### config.mk
export PLATFORM = sky130hd
export DESIGN_NAME = sbcmd_top
export DESIGN_NICKNAME = d
export VERILOG_FILES = /design/src/inc/sbcmd_pkg.sv /design/src/rtl/sbcmd_rx.sv /design/src/rtl/sbcmd_top.sv /design/src/rtl/sbcmd_tx.sv
export SDC_FILE = /design/constraint.sdc
export NUM_CORES = 1
export LEC_CHECK = 0
export ABC_AREA = 1
export BUFFER_PORTS_ARGS = -buffer_cell sky130_fd_sc_hd__buf_2
export CAP_MARGIN = 20
export CELL_PAD_IN_SITES_DETAIL_PLACEMENT = 1
export CELL_PAD_IN_SITES_GLOBAL_PLACEMENT = 2
export CORE_ASPECT_RATIO = 1.1
export CORE_UTILIZATION = 38
export DETAILED_ROUTE_END_ITERATION = 10
export PLACE_DENSITY_LB_ADDON = 0.1
export RECOVER_POWER = 50
export SLEW_MARGIN = 20
export SYNTH_ARGS = -nofsm -noshare
export SYNTH_HDL_FRONTEND = slang
export SYNTH_SLANG_ARGS = --single-unit
export TNS_END_PERCENT = 100
### constraint.sdc
create_clock -name i_clock -period 37.2 [get_ports i_clock]
set_input_delay 5.58 -clock i_clock [delete_from_list [all_inputs] [get_ports i_clock]]
set_output_delay 5.58 -clock i_clock [all_outputs]
set_load 0.005 [all_outputs]
### src/inc/sbcmd_pkg.sv
// constants, states and command decoding for the serial boot command handler
// assumes one 125 MHz clock and 8N1 serial framing on both pins
package sbcmd_pkg;
	// clock and serial timing
	localparam int CLK_MHZ = 125;
	localparam int BAUD_BASE = 9600;
	localparam int DIV_W = 16;
	localparam logic [DIV_W-1:0] DIV_RESET = 16'(CLK_MHZ * 1000000 / BAUD_BASE);
	// a zero byte holds the line low for start plus eight data bits
	localparam int CAL_MIN_US = 729;
	localparam int CAL_MIN_CLKS_DEF = CAL_MIN_US * CLK_MHZ;
	localparam int RUN_W = 18;
	localparam logic [4:0] CAL_LAST = 5'h0f;
	localparam logic [4:0] CAL_HALF = 5'h08;
	// nine low bit times, averaged over two runs
	localparam logic [RUN_W:0] CAL_DIVISOR = 19'h00012;
	// uart frame
	localparam logic [3:0] DATA_LAST = 4'h8;
	localparam logic [3:0] STOP_IDX = 4'h9;
	// command codes
	localparam logic [7:0] CMD_PAGE_READ = 8'hff;
	localparam logic [7:0] CMD_PAGE_PROG = 8'h41;
	localparam logic [7:0] CMD_ERASE_ALL = 8'ha7;
	localparam logic [7:0] CMD_READ_STAT = 8'h70;
	localparam logic [7:0] CMD_CLR_STAT = 8'h50;
	localparam logic [7:0] CMD_LOCK_READ = 8'h71;
	localparam logic [7:0] CMD_ID_CHECK = 8'hf5;
	localparam logic [7:0] CMD_DOWNLOAD = 8'hfa;
	localparam logic [7:0] CMD_VERSION = 8'hfb;
	localparam logic [7:0] CMD_BOOT_READ = 8'hfc;
	localparam logic [7:0] CMD_BAUD_9600 = 8'hb0;
	localparam logic [7:0] CMD_BAUD_19200 = 8'hb1;
	localparam logic [7:0] CMD_BAUD_38400 = 8'hb2;
	localparam logic [7:0] CMD_BAUD_57600 = 8'hb3;
	localparam logic [7:0] ERASE_CONFIRM = 8'hd0;
	localparam logic [7:0] LOCK_UNLOCKED = 8'h01;
	// status bytes
	localparam logic [7:0] MAIN_STATUS_RST = 8'h80;
	localparam logic [1:0] ID_NOT = 2'b00;
	localparam logic [1:0] ID_BAD = 2'b01;
	localparam logic [1:0] ID_OK = 2'b11;
	// transfer lengths, as last index
	localparam logic [15:0] PAGE_LAST = 16'h00ff;
	localparam logic [15:0] ID_LAST = 16'h0006;
	localparam int ID_BYTES = 7;
	// main state machine, gray along cal, cmd, args, dispatch, send
	typedef enum logic [3:0] {
		ST_CAL = 4'h0,
		ST_CMD = 4'h1,
		ST_ARGS = 4'h3,
		ST_DISPATCH = 4'h2,
		ST_SEND = 4'h6,
		ST_SEND_WAIT = 4'h7,
		ST_RD_REQ = 4'h5,
		ST_RD_WAIT = 4'h4,
		ST_DATA_IN = 4'hc,
		ST_FLASH_WAIT = 4'hd,
		ST_BAUD_SET = 4'hf
	} sbcmd_state_type;
	// address or header bytes following the code
	function automatic logic [1:0] cmd_args(input logic [7:0] c);
		case (c)
			CMD_PAGE_READ, CMD_PAGE_PROG, CMD_LOCK_READ, CMD_BOOT_READ: cmd_args = 2'h2;
			CMD_ERASE_ALL: cmd_args = 2'h1;
			CMD_DOWNLOAD: cmd_args = 2'h3;
			CMD_ID_CHECK: cmd_args = 2'h0;
			default: cmd_args = 2'h0;
		endcase
	endfunction : cmd_args
	// commands refused until the id check passes
	function automatic logic cmd_gated(input logic [7:0] c);
		cmd_gated = c inside {CMD_PAGE_READ, CMD_PAGE_PROG, CMD_ERASE_ALL, CMD_CLR_STAT,
			CMD_LOCK_READ, CMD_DOWNLOAD, CMD_BOOT_READ};
	endfunction : cmd_gated
	// baud change codes
	function automatic logic cmd_baud(input logic [7:0] c);
		cmd_baud = c inside {CMD_BAUD_9600, CMD_BAUD_19200, CMD_BAUD_38400, CMD_BAUD_57600};
	endfunction : cmd_baud
	// every code that the handler knows
	function automatic logic cmd_known(input logic [7:0] c);
		cmd_known = cmd_gated(c) || cmd_baud(c) || c inside {CMD_READ_STAT, CMD_ID_CHECK,
			CMD_VERSION};
	endfunction : cmd_known
	// divide of the 9600 base for each baud code
	function automatic logic [DIV_W-1:0] baud_factor(input logic [7:0] c);
		case (c)
			CMD_BAUD_19200: baud_factor = 16'h0002;
			CMD_BAUD_38400: baud_factor = 16'h0004;
			CMD_BAUD_57600: baud_factor = 16'h0006;
			default: baud_factor = 16'h0001;
		endcase
	endfunction : baud_factor
endpackage : sbcmd_pkg

### src/rtl/sbcmd_rx.sv
// uart receiver, 8 data bits lsb first, one stop bit, no parity
// assumes the line is already synchronous to the clock
`timescale 1ns/1ns
module sbcmd_rx #(
	parameter int DW = 16
) (
	// clock and reset
	input wire logic i_clock,
	input wire logic i_rst_n,
	// line and bit period in clocks
	input wire logic i_rxd,
	input wire logic [DW-1:0] i_div,
	// received byte, one-cycle strobe
	output logic o_valid,
	output logic [7:0] o_data
);
	import sbcmd_pkg::*;
	logic busy_q; // inside a frame
	logic [DW-1:0] cnt_q; // clocks to next sample
	logic [3:0] bit_q; // 0 start, 1..8 data, 9 stop
	logic [7:0] sh_q; // data shift
	// frame sampler; starts half a bit in so samples sit mid-bit
	always_ff @(posedge i_clock) begin
		if (!i_rst_n) begin
			busy_q <= 1'b0;
			cnt_q <= '0;
			bit_q <= 4'h0;
			sh_q <= 8'h00;
			o_valid <= 1'b0;
			o_data <= 8'h00;
		end else begin
			o_valid <= 1'b0;
			if (!busy_q) begin
				if (!i_rxd) begin
					busy_q <= 1'b1;
					cnt_q <= i_div >> 1;
					bit_q <= 4'h0;
				end
			end else if (cnt_q != '0) begin
				cnt_q <= cnt_q - 1'b1;
			end else begin
				cnt_q <= i_div - 1'b1;
				bit_q <= bit_q + 4'h1;
				if (bit_q == 4'h0) begin
					// glitch, not a start bit
					if (i_rxd) busy_q <= 1'b0;
				end else if (bit_q <= DATA_LAST) begin
					sh_q <= {i_rxd, sh_q[7:1]};
				end else begin
					// framing error drops the byte
					busy_q <= 1'b0;
					if (i_rxd) begin
						o_valid <= 1'b1;
						o_data <= sh_q;
					end
				end
			end
		end
	end
endmodule : sbcmd_rx

### src/rtl/sbcmd_top.sv
// serial boot command handler: bit-rate calibration and command interpreter
// assumes a flash controller answers reads, writes and erases on plain strobes
`timescale 1ns/1ns
module sbcmd_top #(
	parameter int CAL_MIN_CLKS = sbcmd_pkg::CAL_MIN_CLKS_DEF,
	parameter logic [63:0] VERSION = 64'h5342_2d56_3031_3030 // arbitrary
) (
	// clock and reset
	input wire logic i_clock,
	input wire logic i_rst_n,
	// serial link
	input wire logic i_rxd,
	output logic o_txd,
	output logic o_busy,
	// flash read port
	output logic o_flash_rd,
	output logic o_flash_boot,
	output logic [23:0] o_flash_addr,
	input wire logic i_flash_ack,
	input wire logic [7:0] i_flash_data,
	// flash write and erase port
	output logic o_flash_wr,
	output logic [7:0] o_flash_wdata,
	output logic o_prog_start,
	output logic o_erase_start,
	input wire logic i_flash_done,
	input wire logic i_flash_err,
	// flash state and stored id
	input wire logic i_flash_blank,
	input wire logic [8*sbcmd_pkg::ID_BYTES-1:0] i_id_code,
	// download stream
	output logic o_dl_valid,
	output logic [7:0] o_dl_data,
	output logic o_dl_run,
	// status view
	output logic [7:0] o_main_status,
	output logic [7:0] o_aux_status
);
	import sbcmd_pkg::*;

	// main machine
	sbcmd_state_type state_q;
	logic [7:0] cmd_q; // command in progress
	logic [7:0] arg_q [0:3]; // bytes after the code
	logic [15:0] cnt_q; // byte index in phase
	logic [15:0] last_q; // last index in phase
	logic [7:0] rd_data_q; // byte fetched from flash
	logic tx_start_q; // strobe to transmitter
	logic [7:0] tx_data_q; // byte to transmitter
	logic tx_busy; // transmitter in frame
	logic rx_valid; // received byte strobe
	logic [7:0] rx_data; // received byte
	// calibration
	logic rxd_q; // previous line level
	logic [RUN_W-1:0] run_q; // low run length
	logic [RUN_W-1:0] min_q; // shortest early run
	logic [RUN_W-1:0] max_q; // longest late run
	logic [4:0] cal_n_q; // zero bytes seen
	logic cal_done_q; // calibration finished
	logic [DIV_W-1:0] base_q; // 9600 period
	logic [DIV_W-1:0] div_q; // active period
	// status
	logic ready_q; // flash not busy
	logic erase_err_q; // erase failed
	logic prog_err_q; // write failed
	logic boot_done_q; // download completed
	logic cksum_q; // download checksum matched
	logic [1:0] id_q; // id check result
	logic id_bad_q; // mismatch so far
	logic [7:0] sum_q; // download sum so far
	logic op_erase_q; // pending op is erase

	// decode helpers
	logic [7:0] main_status;
	logic [7:0] aux_status;
	logic accept;
	logic reading;
	logic tx_idle;
	logic at_last;
	logic [RUN_W-1:0] run_max;
	logic [RUN_W:0] cal_sum;
	logic [7:0] id_byte;
	logic id_miss;
	logic data_end;

	// status bytes as sent and shown
	assign main_status = {ready_q, 1'b0, erase_err_q, prog_err_q, 4'h0};
	assign aux_status = {boot_done_q, 2'b00, cksum_q, id_q, 2'b00};
	// blank flash lifts the id gate
	assign accept = cmd_known(rx_data) &&
		(!cmd_gated(rx_data) || id_q == ID_OK || i_flash_blank);
	assign reading = cmd_q == CMD_PAGE_READ || cmd_q == CMD_BOOT_READ;
	// transmitter free and no start in flight
	assign tx_idle = !tx_busy && !tx_start_q;
	assign at_last = cnt_q == last_q;
	// slowest late run including the closing one
	assign run_max = (run_q > max_q) ? run_q : max_q;
	assign cal_sum = {1'b0, min_q} + {1'b0, run_max};
	// stored id byte for the current index
	assign id_byte = i_id_code[{cnt_q[2:0], 3'b000} +: 8];
	assign id_miss = cnt_q > ID_LAST || rx_data != id_byte;
	assign data_end = state_q == ST_DATA_IN && rx_valid && at_last;

	// response byte for fixed-length answers
	function automatic logic [7:0] send_byte(input logic [7:0] c, input logic [15:0] i,
		input logic [7:0] ms, input logic [7:0] as, input logic [7:0] rd);
		case (c)
			CMD_READ_STAT: send_byte = (i == 16'h0000) ? ms : as;
			CMD_LOCK_READ: send_byte = LOCK_UNLOCKED;
			CMD_VERSION: send_byte = VERSION[{~i[2:0], 3'b000} +: 8];
			CMD_PAGE_READ, CMD_BOOT_READ: send_byte = rd;
			default: send_byte = c;
		endcase
	endfunction : send_byte

	// serial receiver on the active rate
	sbcmd_rx #(
		.DW(DIV_W)
	) u_rx (
		.i_clock(i_clock),
		.i_rst_n(i_rst_n),
		.i_rxd(i_rxd),
		.i_div(div_q),
		.o_valid(rx_valid),
		.o_data(rx_data)
	);

	// serial transmitter, the only data path back to the programmer
	sbcmd_tx #(
		.DW(DIV_W)
	) u_tx (
		.i_clock(i_clock),
		.i_rst_n(i_rst_n),
		.i_start(tx_start_q),
		.i_data(tx_data_q),
		.i_div(div_q),
		.o_txd(o_txd),
		.o_busy(tx_busy)
	);

	// calibration: time each long low run on the line
	// short runs such as a leading b0 are ignored by the length floor
	always_ff @(posedge i_clock) begin
		if (!i_rst_n) begin
			rxd_q <= 1'b1;
			run_q <= '0;
			min_q <= '1;
			max_q <= '0;
			cal_n_q <= 5'h00;
			cal_done_q <= 1'b0;
			base_q <= DIV_RESET;
		end else begin
			rxd_q <= i_rxd;
			cal_done_q <= 1'b0;
			// saturating run counter
			if (i_rxd) begin
				run_q <= '0;
			end else if (run_q != '1) begin
				run_q <= run_q + 1'b1;
			end
			// end of a zero byte's low time
			if (state_q == ST_CAL && i_rxd && !rxd_q && run_q >= RUN_W'(CAL_MIN_CLKS)) begin
				cal_n_q <= cal_n_q + 5'h01;
				if (cal_n_q < CAL_HALF) begin
					if (run_q < min_q) min_q <= run_q;
				end else begin
					max_q <= run_max;
				end
				if (cal_n_q == CAL_LAST) begin
					// mean of the two extremes over nine bit times
					base_q <= DIV_W'(cal_sum / CAL_DIVISOR);
					cal_done_q <= 1'b1;
				end
			end
		end
	end

	// active bit period; a baud code's rate change waits until its echo has left
	always_ff @(posedge i_clock) begin
		if (!i_rst_n) begin
			div_q <= DIV_RESET;
		end else if (cal_done_q) begin
			// calibrated rate carries the b0 echo, not the nominal one
			div_q <= base_q;
		end else if (state_q == ST_BAUD_SET) begin
			div_q <= base_q / baud_factor(cmd_q);
		end
	end

	// command sequencer
	always_ff @(posedge i_clock) begin
		if (!i_rst_n) begin
			state_q <= ST_CAL;
			cmd_q <= 8'h00;
			for (int i = 0; i < 4; i++) arg_q[i] <= 8'h00;
			cnt_q <= 16'h0000;
			last_q <= 16'h0000;
			rd_data_q <= 8'h00;
			tx_start_q <= 1'b0;
			tx_data_q <= 8'h00;
			o_flash_rd <= 1'b0;
			o_flash_boot <= 1'b0;
			o_flash_addr <= 24'h000000;
			o_flash_wr <= 1'b0;
			o_flash_wdata <= 8'h00;
			o_prog_start <= 1'b0;
			o_erase_start <= 1'b0;
			o_dl_valid <= 1'b0;
			o_dl_data <= 8'h00;
		end else begin
			// strobes last one cycle
			tx_start_q <= 1'b0;
			o_flash_rd <= 1'b0;
			o_flash_wr <= 1'b0;
			o_prog_start <= 1'b0;
			o_erase_start <= 1'b0;
			o_dl_valid <= 1'b0;
			case (state_q)
				// wait for the calibration run, then echo b0
				ST_CAL: begin
					if (cal_done_q) begin
						cmd_q <= CMD_BAUD_9600;
						cnt_q <= 16'h0000;
						last_q <= 16'h0000;
						state_q <= ST_SEND;
					end
				end
				// first byte is the command code
				ST_CMD: begin
					if (rx_valid && accept) begin
						cmd_q <= rx_data;
						cnt_q <= 16'h0000;
						state_q <= (cmd_args(rx_data) != 2'h0) ? ST_ARGS : ST_DISPATCH;
					end
					// anything else is dropped and the wait goes on
				end
				// address, size or confirm bytes
				ST_ARGS: begin
					if (rx_valid) begin
						arg_q[cnt_q[1:0]] <= rx_data;
						if (cnt_q[1:0] == cmd_args(cmd_q) - 2'h1) begin
							cnt_q <= 16'h0000;
							state_q <= ST_DISPATCH;
						end else begin
							cnt_q <= cnt_q + 16'h0001;
						end
					end
				end
				// start the body of the command
				ST_DISPATCH: begin
					cnt_q <= 16'h0000;
					case (cmd_q)
						CMD_PAGE_READ, CMD_BOOT_READ: begin
							last_q <= PAGE_LAST;
							state_q <= ST_RD_REQ;
						end
						CMD_PAGE_PROG: begin
							last_q <= PAGE_LAST;
							state_q <= ST_DATA_IN;
						end
						CMD_ERASE_ALL: begin
							// only the confirm byte starts the erase
							if (arg_q[0] == ERASE_CONFIRM) begin
								o_erase_start <= 1'b1;
								state_q <= ST_FLASH_WAIT;
							end else begin
								state_q <= ST_CMD;
							end
						end
						CMD_ID_CHECK: begin
							// f5 collects three address bytes and the length here
							state_q <= ST_ARGS;
							cmd_q <= CMD_ID_CHECK;
						end
						CMD_DOWNLOAD: begin
							last_q <= {arg_q[1], arg_q[0]} - 16'h0001;
							state_q <= ({arg_q[1], arg_q[0]} == 16'h0000) ? ST_CMD : ST_DATA_IN;
						end
						CMD_READ_STAT: begin
							last_q <= 16'h0001;
							state_q <= ST_SEND;
						end
						CMD_VERSION: begin
							last_q <= 16'h0007;
							state_q <= ST_SEND;
						end
						CMD_LOCK_READ, CMD_BAUD_9600, CMD_BAUD_19200, CMD_BAUD_38400,
						CMD_BAUD_57600: begin
							last_q <= 16'h0000;
							state_q <= ST_SEND;
						end
						// clear acts in the status block
						default: state_q <= ST_CMD;
					endcase
				end
				// hand one byte to the transmitter
				ST_SEND: begin
					if (tx_idle) begin
						tx_start_q <= 1'b1;
						tx_data_q <= send_byte(cmd_q, cnt_q, main_status, aux_status, rd_data_q);
						state_q <= ST_SEND_WAIT;
					end
				end
				// wait for the frame to leave
				ST_SEND_WAIT: begin
					if (tx_idle) begin
						if (at_last) begin
							state_q <= cmd_baud(cmd_q) ? ST_BAUD_SET : ST_CMD;
						end else begin
							cnt_q <= cnt_q + 16'h0001;
							state_q <= reading ? ST_RD_REQ : ST_SEND;
						end
					end
				end
				// fetch the next page byte, ascending address
				ST_RD_REQ: begin
					o_flash_rd <= 1'b1;
					o_flash_boot <= cmd_q == CMD_BOOT_READ;
					o_flash_addr <= {arg_q[1], arg_q[0], cnt_q[7:0]};
					state_q <= ST_RD_WAIT;
				end
				ST_RD_WAIT: begin
					if (i_flash_ack) begin
						rd_data_q <= i_flash_data;
						state_q <= ST_SEND;
					end
				end
				// inbound data phase of program, id check and download
				ST_DATA_IN: begin
					if (rx_valid) begin
						cnt_q <= cnt_q + 16'h0001;
						if (cmd_q == CMD_PAGE_PROG) begin
							o_flash_wr <= 1'b1;
							o_flash_wdata <= rx_data;
							o_flash_addr <= {arg_q[1], arg_q[0], cnt_q[7:0]};
						end
						if (cmd_q == CMD_DOWNLOAD) begin
							o_dl_valid <= 1'b1;
							o_dl_data <= rx_data;
						end
						if (at_last) begin
							o_prog_start <= cmd_q == CMD_PAGE_PROG;
							state_q <= (cmd_q == CMD_PAGE_PROG) ? ST_FLASH_WAIT : ST_CMD;
						end
					end
				end
				// busy until the flash reports completion
				ST_FLASH_WAIT: begin
					if (i_flash_done) state_q <= ST_CMD;
				end
				// new rate takes effect here
				ST_BAUD_SET: state_q <= ST_CMD;
				default: state_q <= ST_CMD;
			endcase
			// f5 header is four bytes; length zero fails at once
			if (state_q == ST_ARGS && rx_valid && cmd_q == CMD_ID_CHECK) begin
				arg_q[cnt_q[1:0]] <= rx_data;
				if (cnt_q[1:0] == 2'h3) begin
					cnt_q <= 16'h0000;
					last_q <= {8'h00, rx_data} - 16'h0001;
					state_q <= (rx_data == 8'h00) ? ST_CMD : ST_DATA_IN;
				end else begin
					cnt_q <= cnt_q + 16'h0001;
					state_q <= ST_ARGS;
				end
			end
		end
	end

	// status flags; a completion in the clear cycle still sets its flag
	always_ff @(posedge i_clock) begin
		if (!i_rst_n) begin
			ready_q <= MAIN_STATUS_RST[7];
			erase_err_q <= 1'b0;
			prog_err_q <= 1'b0;
			boot_done_q <= 1'b0;
			cksum_q <= 1'b0;
			id_q <= ID_NOT;
			id_bad_q <= 1'b0;
			sum_q <= 8'h00;
			op_erase_q <= 1'b0;
			o_dl_run <= 1'b0;
		end else begin
			o_dl_run <= 1'b0;
			// clear, then let a coinciding error win
			if (state_q == ST_DISPATCH && cmd_q == CMD_CLR_STAT) begin
				erase_err_q <= 1'b0;
				prog_err_q <= 1'b0;
				boot_done_q <= 1'b0;
				cksum_q <= 1'b0;
			end
			// ready falls when an auto operation starts
			if (o_prog_start || o_erase_start) begin
				ready_q <= 1'b0;
				op_erase_q <= o_erase_start;
			end
			if (i_flash_done) begin
				ready_q <= 1'b1;
				if (i_flash_err && op_erase_q) erase_err_q <= 1'b1;
				if (i_flash_err && !op_erase_q) prog_err_q <= 1'b1;
			end
			// fresh accumulators for each data phase
			if (state_q == ST_DISPATCH || state_q == ST_ARGS) begin
				id_bad_q <= 1'b0;
				sum_q <= 8'h00;
			end
			if (state_q == ST_ARGS && rx_valid && cmd_q == CMD_ID_CHECK && cnt_q[1:0] == 2'h3
				&& rx_data == 8'h00) begin
				id_q <= ID_BAD;
			end
			if (state_q == ST_DATA_IN && rx_valid && cmd_q == CMD_ID_CHECK) begin
				id_bad_q <= id_bad_q | id_miss;
				if (at_last) begin
					// every byte must match and the length must be seven
					id_q <= (id_bad_q || id_miss || last_q != ID_LAST) ? ID_BAD : ID_OK;
				end
			end
			if (state_q == ST_DATA_IN && rx_valid && cmd_q == CMD_DOWNLOAD) begin
				sum_q <= sum_q + rx_data;
				if (data_end) begin
					cksum_q <= (sum_q + rx_data) == arg_q[2];
					boot_done_q <= (sum_q + rx_data) == arg_q[2];
					o_dl_run <= (sum_q + rx_data) == arg_q[2];
				end
			end
		end
	end

	// handshake line and status view
	// busy covers calibration, dispatch, flash operations and the rate change
	always_ff @(posedge i_clock) begin
		if (!i_rst_n) begin
			o_busy <= 1'b1;
			o_main_status <= MAIN_STATUS_RST;
			o_aux_status <= 8'h00;
		end else begin
			o_busy <= state_q inside {ST_CAL, ST_DISPATCH, ST_FLASH_WAIT, ST_BAUD_SET};
			o_main_status <= main_status;
			o_aux_status <= aux_status;
		end
	end
endmodule : sbcmd_top

### src/rtl/sbcmd_tx.sv
// uart transmitter, 8 data bits lsb first, one stop bit, no parity
// assumes i_start is only raised while o_busy is low
`timescale 1ns/1ns
module sbcmd_tx #(
	parameter int DW = 16
) (
	// clock and reset
	input wire logic i_clock,
	input wire logic i_rst_n,
	// byte to send and bit period
	input wire logic i_start,
	input wire logic [7:0] i_data,
	input wire logic [DW-1:0] i_div,
	// line and state
	output logic o_txd,
	output logic o_busy
);
	import sbcmd_pkg::*;
	logic [8:0] sh_q; // data then stop
	logic [DW-1:0] cnt_q; // clocks left in bit
	logic [3:0] bit_q; // bit on the line
	// frame shifter; line idles high
	always_ff @(posedge i_clock) begin
		if (!i_rst_n) begin
			o_txd <= 1'b1;
			o_busy <= 1'b0;
			sh_q <= 9'h1ff;
			cnt_q <= '0;
			bit_q <= 4'h0;
		end else if (!o_busy) begin
			if (i_start) begin
				o_busy <= 1'b1;
				o_txd <= 1'b0;
				sh_q <= {1'b1, i_data};
				cnt_q <= i_div - 1'b1;
				bit_q <= 4'h0;
			end
		end else if (cnt_q != '0) begin
			cnt_q <= cnt_q - 1'b1;
		end else if (bit_q == STOP_IDX) begin
			o_busy <= 1'b0;
		end else begin
			o_txd <= sh_q[0];
			sh_q <= {1'b1, sh_q[8:1]};
			bit_q <= bit_q + 4'h1;
			cnt_q <= i_div - 1'b1;
		end
	end
endmodule : sbcmd_tx

=== After elaboration in Yosys (flattened, before gate mapping) ===
Memories as Yosys holds them, arrays and structs flattened.
Index checks and enable logic that the tools add are counted.

* Add/sub/neg operators: 13
* Divide/modulo/power cells: 2
* Magnitude comparators: 6
* Equality and inequality tests: 70
* Shifts and indexed selects: 2
* Muxes and demuxes: 131
* Bitwise logic cells: 9
* Reductions and logical operators: 84

{| class="wikitable"
|+ Operators by type and width
! kind !! count
|-
| $mux 16 || 24
|-
| $eq 8x8->1 const B || 21
|-
| $mux 4 || 25
|-
| $pmux 16 s6 || 1
|-
| $pmux 16 s5 || 1
|-
| $eq 8x7->1 const B || 8
|-
| $mux 8 || 8
|-
| $shiftx 64x7->8 const A || 1
|-
| $sub 16x1->16 const B || 4
|-
| $shiftx 56x7->8 || 1
|-
| $mux 24 || 2
|-
| $pmux 24 s2 || 1
|-
| $mux 1 || 44
|-
| $pmux 4 s10 || 1
|-
| $mux 9 || 4
|-
| $logic_not 16->1 || 2
|-
| $pmux 16 s2 || 1
|-
| $pmux 8 s4 || 1
|-
| $reduce_bool 16->1 || 2
|-
| $ne 3x3->1 const B || 9
|-
| $mux 2 || 12
|-
| $pmux 4 s6 || 1
|-
| $pmux 8 s3 || 1
|-
| $reduce_and 3->1 || 8
|-
| other kinds (58) || 134
|}

* Register bits after elaboration: 304
* RAM bits: 32
* Bits of input ports: 71
* Output and inout bits: 65
* Word-level logic and storage cells: 368
* Memories kept: 1

{| class="wikitable"
|+ Memories
! name !! words !! bits a word !! rd ports !! clocked after memory_dff !! write ports !! line !! text
|-
| arg_q || 4 || 8 || 3 || 0 || 4 || sbcmd_top.sv:44 || <nowiki>logic [7:0] arg_q [0:3];</nowiki>
|}

=== Depth between registers and ports, before layout ===
Gate-level depths: netlist of the first run.

* Depth after elaboration: 15
* Gate-level depth with buffers: 158
* Gate-level depth less buffers: 153

=== By module ===
Synthesis of the first run repeated with hierarchy kept, for this count alone.

* Cells, all modules: 3980
* Area total of the unflattened synthesis: 25100.3 um2

{| class="wikitable"
|+ By module, submodules not included
! module !! instances !! cells an instance !! area each (um2) !! sequential area each (um2)
|-
| sbcmd_top || 1 || 3257 || 20634.8 || 5225.0
|-
| sbcmd_rx || 1 || 355 || 2290.9 || 760.7
|-
| sbcmd_tx || 1 || 368 || 2174.6 || 600.6
|}

=== Worst setup path after synthesis of the first run ===
OpenSTA, ideal clock, no wires.

* Path type: reg-to-reg
* Start: reg cmd_q[5]
* End: reg div_q[0]
* Setup time: 0.122 ns
* Data arrival time: 19.513 ns
* Data required time: 37.078 ns
* Slack: 17.565 ns
* Cell stages (with the launch flop): 150
* Buffers on the path: 5
* Clock period less this slack: 19.635 ns
* Cell sequence: dfxtp_1 nand2_2 inv_2 nand2_2 nor2_4 nand2_1 inv_1 ha_1 nor2_2 o21bai_1 nand2_2 nand2_1 o21ai_2 ha_1 a21o_1 a21oi_1 o21ai_0 ha_1 [114 not listed] nand2_1 a21oi_1 nand3_2 nor2_4 nand2_4 inv_2 nand2_1 o21ai_0 ha_1 a21boi_0 o21ai_0 o2111ai_1 nor2_1 nand3_1 nor2b_1 nand4_1 nor2_1 a21oi_1

* Cells in the longest elaborated chain, start to end: 8

{| class="wikitable"
|+ RTL lines
! element !! line !! text
|-
| start: declaration || sbcmd_top.sv:43 || <nowiki>logic [7:0] cmd_q;</nowiki>
|-
| start signal: assignment || sbcmd_top.sv:231 || <nowiki>cmd_q <= rx_data;</nowiki>
|-
| $eq 8x8->1 || sbcmd_pkg.sv:86 || <nowiki>case (c)</nowiki>
|-
| $pmux 3 s3 * || sbcmd_pkg.sv:86 ||
|-
| $mux 16 * || sbcmd_top.sv:185 || <nowiki>end else if (state_q == ST_BAUD_SET) begin</nowiki>
|-
| $mux 16 * || sbcmd_top.sv:182 || <nowiki>end else if (cal_done_q) begin</nowiki>
|-
| $mux 16 * || sbcmd_top.sv:180 || <nowiki>if (!i_rst_n) begin</nowiki>
|-
| $div 16x16->16 * || sbcmd_top.sv:186 || <nowiki>div_q <= base_q / baud_factor(cmd_q);</nowiki>
|-
| $mux 16 * || sbcmd_top.sv:185 ||
|-
| $mux 16 * || sbcmd_top.sv:182 ||
|-
| end signal: assignment || sbcmd_top.sv:184 || <nowiki>div_q <= base_q;</nowiki>
|-
| end signal: assignment || sbcmd_top.sv:186 ||
|-
| end: declaration || sbcmd_top.sv:61 || <nowiki>logic [DIV_W-1:0] div_q;</nowiki>
|}

Mark *: on every way between the ends. The rest lies on a longest branch, timed or not. The select of a mux whose other input is x is not followed.
A chain may end at the register's enable or synchronous reset.

=== Worst setup path in the final report of the first run ===
Ends and elaborated chain as after synthesis.

==> reports/metrics.yaml, run 1 <==
cts_made_buffers: 40
cp.buffers_inverters: 23
seqPwrFrac_pct: 17.6
die_width_um: 242.5
gr-total-overflow: 0
worstPathMaxFanout: 20
layout_commonest_cell: "nand2_1"
core_area_um2: 62700
p_leak_nw: 12.61
grt_pass1_wl_um: 138800
ys_warn_count: 0
hold_buffers: 0
synth_top_area_cell: "dfxtp_1"
worst_ir_drop_vdd_mv: 0.1164
skew_ns: 0.02460
cts.clk_slew.worst_paths_ns: 0.06
cts_buffer_depth: 3
switching_power_mw: 1.032
vias: 25120
period_share_pct: 64.12
slew_violations: 193
cts_setup_buffers: 0
layout_common_cells: "nand2_1 (780), inv_1 (504), nor2_1 (360), o21ai_0 (306), dfxtp_1 (293)"
max_stage_delay_ns: 0.62
violations: "capacitance limit, slew limit"
clock_sinks: 317
power_density_nw_per_um2: 74.02
die_h_um: 266.6
yosysSeqAreaShare_pct: 27.24
ant_nets: 0
drc: 0
synthCells: 3708
p_comb_share_pct: 61.7
antennaDiodeCount: 0
grt_antenna_before_repair: 0
endpoint_kind: "register"
final_util_pct: 42.86
portBuffers: 126
netlist.area_leader.share_pct: 24.25
crit_type: "register to register"
syn_area_um2: 24180
rsz0062_at_grt: "no"
synth_cell_type_count: 77
maxSlewHeadroom_pct: -114.6
boundaryPins: 136
worstPathRequired_ns: 37.64
critical_path.most_common_cell: "nand2_1"
grt_usage_pct: 26.30
p_int_uw: 957.3
cts_root_buf: "clkbuf_16"
synthTopCellsByArea: "dfxtp_1 (24%), nand2_1 (12%), inv_1 (7.8%), ha_1 (6.7%), o21ai_0 (6.3%)"
ctsHtreeMaxLevel: 2
worstSkewPairLatency_ns: 0.57
timing.hold.ws_ns: 0.4625
tns_ns: 0
place_hpwl_um: 67120
cts_tree: "yes"
syn_to_final_growth_pct: 11.13
drive_above_1_share_pct: 9.377
maxCapViolations: 3
status: "finished with violations"
final-setup-viol-count: 0
hold_viol: 0
power_mw: 1.989
cp_top_family: "simple AND/OR/NAND/NOR gates"
ys.flop_type: "dfxtp_1"
arrival_ns: 24.29
cpMaxStageDelayCell: "nand3_1"
num_rows: 96
nets: 3989
initial_core_util_pct: 38.57
grt_pass1_vias: 26000
worst_pin_slew_ns: 3.218
routed_wirelength_um: 85960
hold_path.class: "register to register"
synth-async-reset-ratio_pct: 0
dieArea_um2: 64650
drtPass1Iterations: 5
grt_max_degree: 67
post_cts_resized: 0
synth-edff-count: 24
period_needed_ns: 23.85
wire_per_inst_um: 18.48
syn_area_per_cell_um2: 6.522
critPathLaunchType: "register"
max_freq_mhz: 41.93
drtIter0Drc: 1054
ys_seq_elements: 317
clkPwrFrac_pct: 20.6
p_sw_share_pct: 51.87
gp_congestion: 0.9094
viasPerCell: 5.401
-- registers in the layout, summed over array words and instances (netlist names), 15 cells and up --
| signal | flops |
|---|---|
| max_q | 18 |
| run_q | 18 |
| div_q | 16 |
| arg_q | 24 |
| u_tx.cnt_q | 16 |
| o_flash_addr | 24 |
| u_rx.cnt_q | 16 |
| base_q | 15 |
| cnt_q | 16 |
| last_q | 16 |
| min_q | 18 |
-- worst reg2reg max path, delay by kind of cell (launching register included) --
family	cells	cell delay [ns]
simple gates	68	8.69
compound gates	37	6.66
fa+ha+maj	15	4.81
buf+inv	23	2.93
flops	1	0.43
mux	1	0.22
-- final cells by class --
| cell class | count | area [µm²] |
|---|---|---|
| clock buffers | 54 | 1156 |
| clock inverters | 19 | 220.2 |
| fillers | 8344 | 35830 |
| inverters | 545 | 2048 |
| multi-input cells | 2739 | 15090 |
| flip-flops and latches | 317 | 6586 |
| well taps | 833 | 1042 |
| repair buffers | 144 | 733.2 |
-- cells in the mapped netlist (all sizes together) (6+ instances only) --
library cell / n
nand2: 842
inv: 529
nor2: 386
o21ai: 321
dfxtp: 293
nand3: 252
a21oi: 243
ha: 129
clkbuf: 96
xor2: 80
nand4: 77
nor3: 72
a31oi: 51
o211ai: 40
xnor2: 30
edfxtp: 24
nor4: 21
or2: 21
buf: 20
clkinv: 16
o22ai: 15
o21bai: 14
a211oi: 13
a32o: 12
o221ai: 12
o31ai: 11
o2111ai: 10
a32oi: 9
a221oi: 6
-- power by group through the flow --
stage | registers [mW] | clock network (mW) | logic (mW)
2_1_floorplan | 0.357 | 0 | 0.961
3_3_place_gp | 0.358 | 0 | 1.17
3_5_place_dp | 0.358 | 0 | 1.23
4_1_cts | 0.350 | 0.420 | 1.24
5_1_grt | 0.351 | 0.434 | 1.40
6_report | 0.351 | 0.410 | 1.23
-- kinds of logic after synthesis --
family          synth area share, %
other cells                 0.01551
flops                         27.24
fa+ha+maj                     6.840
simple gates                  32.10
compound gates                19.11
mux                          0.1293
buf+inv                       10.58
xor+xnor                      3.984
-- metal layers --
layer	share of wire, %	up-vias	GRT usage (%)
li1	-	12490	-
met1	45	12220	32.37
met2	50	288	48.06
met3	2.1	130	2.343
met4	2.8	0	8.211
met5	0	-	0
-- path summary, 6_finish.rpt --
kind                            cells past startpoint  slack (ns)         start            to
worst max-delay path                              144       13.35      cmd_q[5]      div_q[0]
worst min-delay path                                2        0.46  u_tx.sh_q[1]  u_tx.sh_q[1]
worst max register to register                    144       13.35      cmd_q[5]      div_q[0]
worst min register to register                      2        0.46  u_tx.sh_q[1]  u_tx.sh_q[1]
-- per-stage QoR --
stage          setup slack (ns)  cells  cell area [µm²]
6_report                  13.35   4651            26870
5_1_grt                   10.54   4651            26870
3_3_place_gp              14.85   4577            25520
2_1_floorplan             17.57   3717            24220
3_5_place_dp              13.39   4577            25520
4_1_cts                   13.26   4650            26900
Power figures use the tool's default switching activity.
==> run 2, diff against run 1 <==
--- a/config.mk
+++ b/config.mk
@@ -11,7 +11,7 @@
 export CELL_PAD_IN_SITES_DETAIL_PLACEMENT = 1
 export CELL_PAD_IN_SITES_GLOBAL_PLACEMENT = 2
 export CORE_ASPECT_RATIO = 1.1
-export CORE_UTILIZATION = 38
+export CORE_UTILIZATION = 31
 export DETAILED_ROUTE_END_ITERATION = 10
 export PLACE_DENSITY_LB_ADDON = 0.1
 export RECOVER_POWER = 50
==> constraint.sdc (replaced) <==
create_clock -name i_clock -period 20.1 [get_ports i_clock]
set_input_delay 3.015 -clock i_clock [delete_from_list [all_inputs] [get_ports i_clock]]
set_output_delay 3.015 -clock i_clock [all_outputs]
set_load 0.005 [all_outputs]
==> run 2 against run 1 <==
The flow still finishes with violations (capacitance limit, slew limit). Routed wire length rose by 7.0%. Hold slack lost 0.0029 ns. Clock power up 100%. First-iteration DRC count increased by 11%. Largest cell class unchanged. Largest power group unchanged.
==> reports/metrics.yaml, run 2 (synthesis results as in run 1) <==
status: "finished with violations"
violations: "capacitance limit, slew limit"
endpoint_kind: "register"
hold_viol: 0
cts_made_buffers: 41
critPathLaunchType: "register"
worstPathRequired_ns: 20.53
drive_above_1_share_pct: 12.79
die_width_um: 268.3
routed_wirelength_um: 91950
final-setup-viol-count: 0
min_path_cells: 2
maxSlewHeadroom_pct: -163.3
die_h_um: 294.9
crit_type: "register to register"
nets: 4080
boundaryPins: 136
drc: 0
period_share_pct: 92.72
initial_core_util_pct: 31.25
arrival_ns: 19.07
grt_antenna_before_repair: 1
cts_buffer_depth: 3
ant_nets: 0
cts.clk_slew.worst_paths_ns: 0.06
reg2reg_from: "cmd_q[7]"
power_density_nw_per_um2: 133.1
skew_ns: 0.03855
dieArea_um2: 79130
whs_endpoint: "u_rx.bit_q[3]"
viasPerCell: 5.152
grt_pass1_wl_um: 144400
ctsHtreeMaxLevel: 2
hp-start: "u_rx.bit_q[3]"
num_rows: 107
layout_commonest_cell: "nand2_1"
p_leak_nw: 13.07
clock_sinks: 317
vias: 25480
grt_usage_pct: 22.88
cp.buffers_inverters: 24
postLayoutCellArea_um2: 28250
place_hpwl_um: 71360
cpMaxStageDelayCell: "dfxtp_1"
gp_congestion: 0.8894
hold_path.class: "register to register"
reg2regPathDepth: 148
r2r_slack_ns: 1.46
top_regs: "arg_q: 24 flops, o_flash_addr: 24 flops"
maxCapViolations: 2
drtPass1Iterations: 4
drtIter0Drc: 1170
syn_to_final_growth_pct: 16.81
worstSkewPairLatency_ns: 0.58
grt_pass1_vias: 26260
slew_violations: 139
wire_per_inst_um: 18.60
antennaDiodeCount: 0
max_stage_delay_ns: 0.33
max_freq_mhz: 53.66
period_needed_ns: 18.64
placed_area_um2: 26140
cts_tree: "yes"
worst_ir_drop_vdd_mv: 0.2904
r2r_end: "div_q[0]"
critical_path.most_common_cell: "nand2_1"
worstPathMaxFanout: 13
portBuffers: 126
grt_max_degree: 86
worst_pin_slew_ns: 3.949
dp.cells: 4827
cts_root_buf: "clkbuf_16"
core_area_um2: 77380
cp_top_family: "simple AND/OR/NAND/NOR gates"
layout_common_cells: "nand2_1 (774), inv_1 (495), nor2_1 (356), dfxtp_1 (292), o21ai_0 (287)"
gr-total-overflow: 0
power_mw: 3.761
fin_cells: 4945
[run 2: routing by layer]
layer / global-route usage, % / wire, µm / share of wire [%] / up-vias
li1: - / - / - / 12670
met1: 27.91 / 40700 / 44 / 12400
met2: 42.36 / 46870 / 51 / 285
met3: 1.874 / 2049 / 2.2 / 118
met4: 6.495 / 2324 / 2.5 / 2
met5: 0 / 10 / 0.011 / -
[run 2: how the worst max path moves through the flow]
stage          startpoint  endpoint  slack, ns  depth (start not counted)
5_1_grt          cmd_q[7]  div_q[0]      -0.24                        153
2_1_floorplan    cmd_q[5]  div_q[0]       0.47                        149
3_5_place_dp     cmd_q[7]  div_q[0]      -1.10                        144
4_1_cts          cmd_q[3]  div_q[0]       0.02                        147
3_3_place_gp     cmd_q[7]  div_q[0]     -0.005                        145
6_report         cmd_q[7]  div_q[0]       1.46                        148
[run 2: metrics by stage]
step           hold slack [ns]  util, %  setup slack [ns]  setup TNS, ns
3_5_place_dp            0.4473    33.78            -1.105         -1.105
6_report                0.4597    36.51             1.463              0
2_1_floorplan           0.4172        -            0.4651              0
5_1_grt                 0.4842    36.51           -0.2443        -0.2443
4_1_cts                 0.4652    35.85           0.01876              0
3_3_place_gp            0.4414    33.78         -0.005269      -0.005269
[run 2: worst reg2reg max path: cells and delay by family (launching register included)]
| kind | cells | cell delay, ns |
|---|---|---|
| simple gates | 71 | 7.34 |
| mux | 1 | 0.19 |
| flops | 1 | 0.33 |
| compound gates | 37 | 4.74 |
| buf+inv | 24 | 2.05 |
| fa+ha+maj | 15 | 3.90 |
[run 2: what timing repair did]
item / 4_1_cts / 5_1_grt
setup buffers: 6 / 36
endpoints found under the setup margin: 1 / 2
hold buffers: 0 / 0
pin swaps: 7 / 36
gates cloned: 0 / 1
resized for setup: 23 / 73
[run 2: area by class of cell]
type / instances / area (µm²)
Inverter: 545 / 2058
Multi-Input combinational cell: 2739 / 15400
Tap cell: 1035 / 1295
Timing Repair Buffer: 234 / 1413
Clock inverter: 22 / 322.8
Clock buffer: 53 / 1174
Sequential cell: 317 / 6588
Fill cell: 10010 / 49130
[run 2: power by group]
group / switching [mW] / leakage, nW / total (mW) / internal (mW)
Clock: 0.317 / 0.717 / 0.822 / 0.505
Sequential: 0.00712 / 2.59 / 0.649 / 0.642
Combinational: 1.59 / 9.76 / 2.29 / 0.700
Total: 1.91 / 13.1 / 3.76 / 1.85
==> run 3, diff against run 2 <==
==> constraint.sdc (replaced) <==
create_clock -name i_clock -period 20.1 [get_ports i_clock]
set_input_delay 3.015 -clock i_clock [delete_from_list [all_inputs] [get_ports i_clock]]
set_output_delay 3.015 -clock i_clock [all_outputs]
set_load 0.05 [all_outputs]
==> run 3 against run 2 <==
The flow still finishes with violations (capacitance limit, slew limit). Clock-buffer cell count unchanged. Sequential power about the same. Largest cell class unchanged. Critical path type unchanged. Setup slack got worse by 0.0015 ns. Sequential share of layout area about the same. Fmax about the same. Largest power group unchanged. Cell area about the same. Power increased by 0.11%. Highest routed layer unchanged.
==> reports/metrics.yaml, run 3 (synthesis results as in run 1) <==
hold_buffers: 0
arrival_ns: 19.07
dieArea_um2: 79130
slew_violations: 139
status: "finished with violations"
whs_endpoint: "u_rx.bit_q[3]"
cpMaxStageDelayCell: "dfxtp_1"
drc: 0
cts_tree: "yes"
max_freq_mhz: 53.65
worst_pin_slew_ns: 3.950
layout_commonest_cell: "nand2_1"
grt_max_degree: 86
drive_above_1_share_pct: 12.53
endpoint_kind: "register"
r2r_slack_ns: 1.46
skew_ns: 0.03824
reg2regPathDepth: 148
p_comb_share_pct: 60.9
hold_path.class: "register to register"
hold_viol: 0
period_share_pct: 92.73
final-setup-viol-count: 0
place_hpwl_um: 71360
layout_common_cells: "nand2_1 (774), inv_1 (495), nor2_1 (356), dfxtp_1 (292), o21ai_0 (287)"
worst_ir_drop_vdd_mv: 0.2904
crit_type: "register to register"
routed_wirelength_um: 92020
max_stage_delay_ns: 0.33
drtIter0Drc: 1166
gp_congestion: 0.8894
reg2reg_from: "cmd_q[7]"
place_ws_ns: -1.105
grt_usage_pct: 22.88
tns_ns: 0
min_path_cells: 2
worstPathRequired_ns: 20.53
syn_to_final_growth_pct: 16.76
ant_nets: 0
crit_start: "cmd_q[7]"
worstPathMaxFanout: 13
ctsHtreeMaxLevel: 2
die_h_um: 294.9
portBuffers: 126
cts_root_buf: "clkbuf_16"
maxSlewHeadroom_pct: -163.3
r2r_end: "div_q[0]"
grt_antenna_before_repair: 1
critPathLaunchType: "register"
viasPerCell: 5.149
wire_per_inst_um: 18.61
p_int_mw: 1.848
switching_power_mw: 1.917
p_sw_share_pct: 50.93
die_width_um: 268.3
antennaDiodeCount: 0
core_area_um2: 77380
p_leak_nw: 13.02
gr-total-overflow: 0
cts_made_buffers: 41
drtPass1Iterations: 5
hp-start: "u_rx.bit_q[3]"
cts_buffer_depth: 3
nets: 4080
period_needed_ns: 18.64
maxCapViolations: 2
critical_path.most_common_cell: "nand2_1"
clock_sinks: 317
boundaryPins: 136
grt_pass1_wl_um: 144400
grt_pass1_vias: 26260
power_density_nw_per_um2: 133.3
seqPwrFrac_pct: 17.3
top_regs: "arg_q: 24 flops, o_flash_addr: 24 flops"
violations: "capacitance limit, slew limit"
cts.clk_slew.worst_paths_ns: 0.06
worstSkewPairLatency_ns: 0.58
vias: 25460
postLayoutSetupSlackWorst_ns: 1.461
num_rows: 107
final_util_pct: 36.49
clkPwrFrac_pct: 21.8
initial_core_util_pct: 31.25
-- run 3: cell count changes in the layout (fill, tap and decap cells not counted), sizes merged --
cell / previous run / this run
clkbuf: 99 / 109
buf: 188 / 178
-- run 3: power by group through the flow --
| stage | Sequential, mW | Combinational [mW] | Clock (mW) |
|---|---|---|---|
| floorplan | 0.661 | 1.78 | 0 |
| global placement | 0.663 | 2.20 | 0 |
| detailed placement | 0.663 | 2.27 | 0 |
| CTS | 0.649 | 2.29 | 0.843 |
| global route | 0.650 | 2.65 | 0.866 |
| finish | 0.649 | 2.29 | 0.822 |
-- run 3: cell type report --
| type | count | area [µm²] |
|---|---|---|
| Timing Repair Buffer | 234 | 1400 |
| Clock inverter | 22 | 322.8 |
| Sequential cell | 317 | 6588 |
| Tap cell | 1035 | 1295 |
| Multi-Input combinational cell | 2739 | 15400 |
| Fill cell | 10010 | 49150 |
| Clock buffer | 53 | 1174 |
| Inverter | 545 | 2058 |
-- run 3: worst max-delay path by stage --
stage	end	slack [ns]	cells after the start
CTS	div_q[0]	0.02	147
finish	div_q[0]	1.46	148
detailed placement	div_q[0]	-1.10	144
global placement	div_q[0]	-0.005	145
global route	div_q[0]	-0.24	153
floorplan	div_q[0]	0.47	149
-- run 3: what timing repair did --
| item | CTS | global route |
|---|---|---|
| endpoints found under the setup margin | 1 | 2 |
| gates cloned | 0 | 1 |
| gates resized for setup | 23 | 73 |
| buffers inserted | 6 | 36 |
| pin swaps | 7 | 36 |
-- run 3: stage by stage --
stage               power (mW)  cells  hold slack (ns)  area, µm²
floorplan                2.443   3717           0.4172      24220
global placement         2.859   4827           0.4414      26140
detailed placement       2.936   4827           0.4473      26140
CTS                      3.783   4908           0.4652      27740
global route             4.166   4945           0.4842      28240
finish                   3.765   4945           0.4596      28240
-- run 3: metal layers --
metal	wire (µm)	global-route usage [%]	up-vias
li1	-	-	12670
met1	40750	27.91	12400
met2	46880	42.36	276
met3	2045	1.874	118
met4	2324	6.495	2
met5	10	0	-
-- run 3: worst max-delay path: cells and delay by family, from the launching register on --
family / cells / cell delay [ns]
buf+inv: 24 / 2.03
compound gates: 37 / 4.72
mux: 1 / 0.19
fa+ha+maj: 15 / 3.90
simple gates: 71 / 7.28
flops: 1 / 0.33
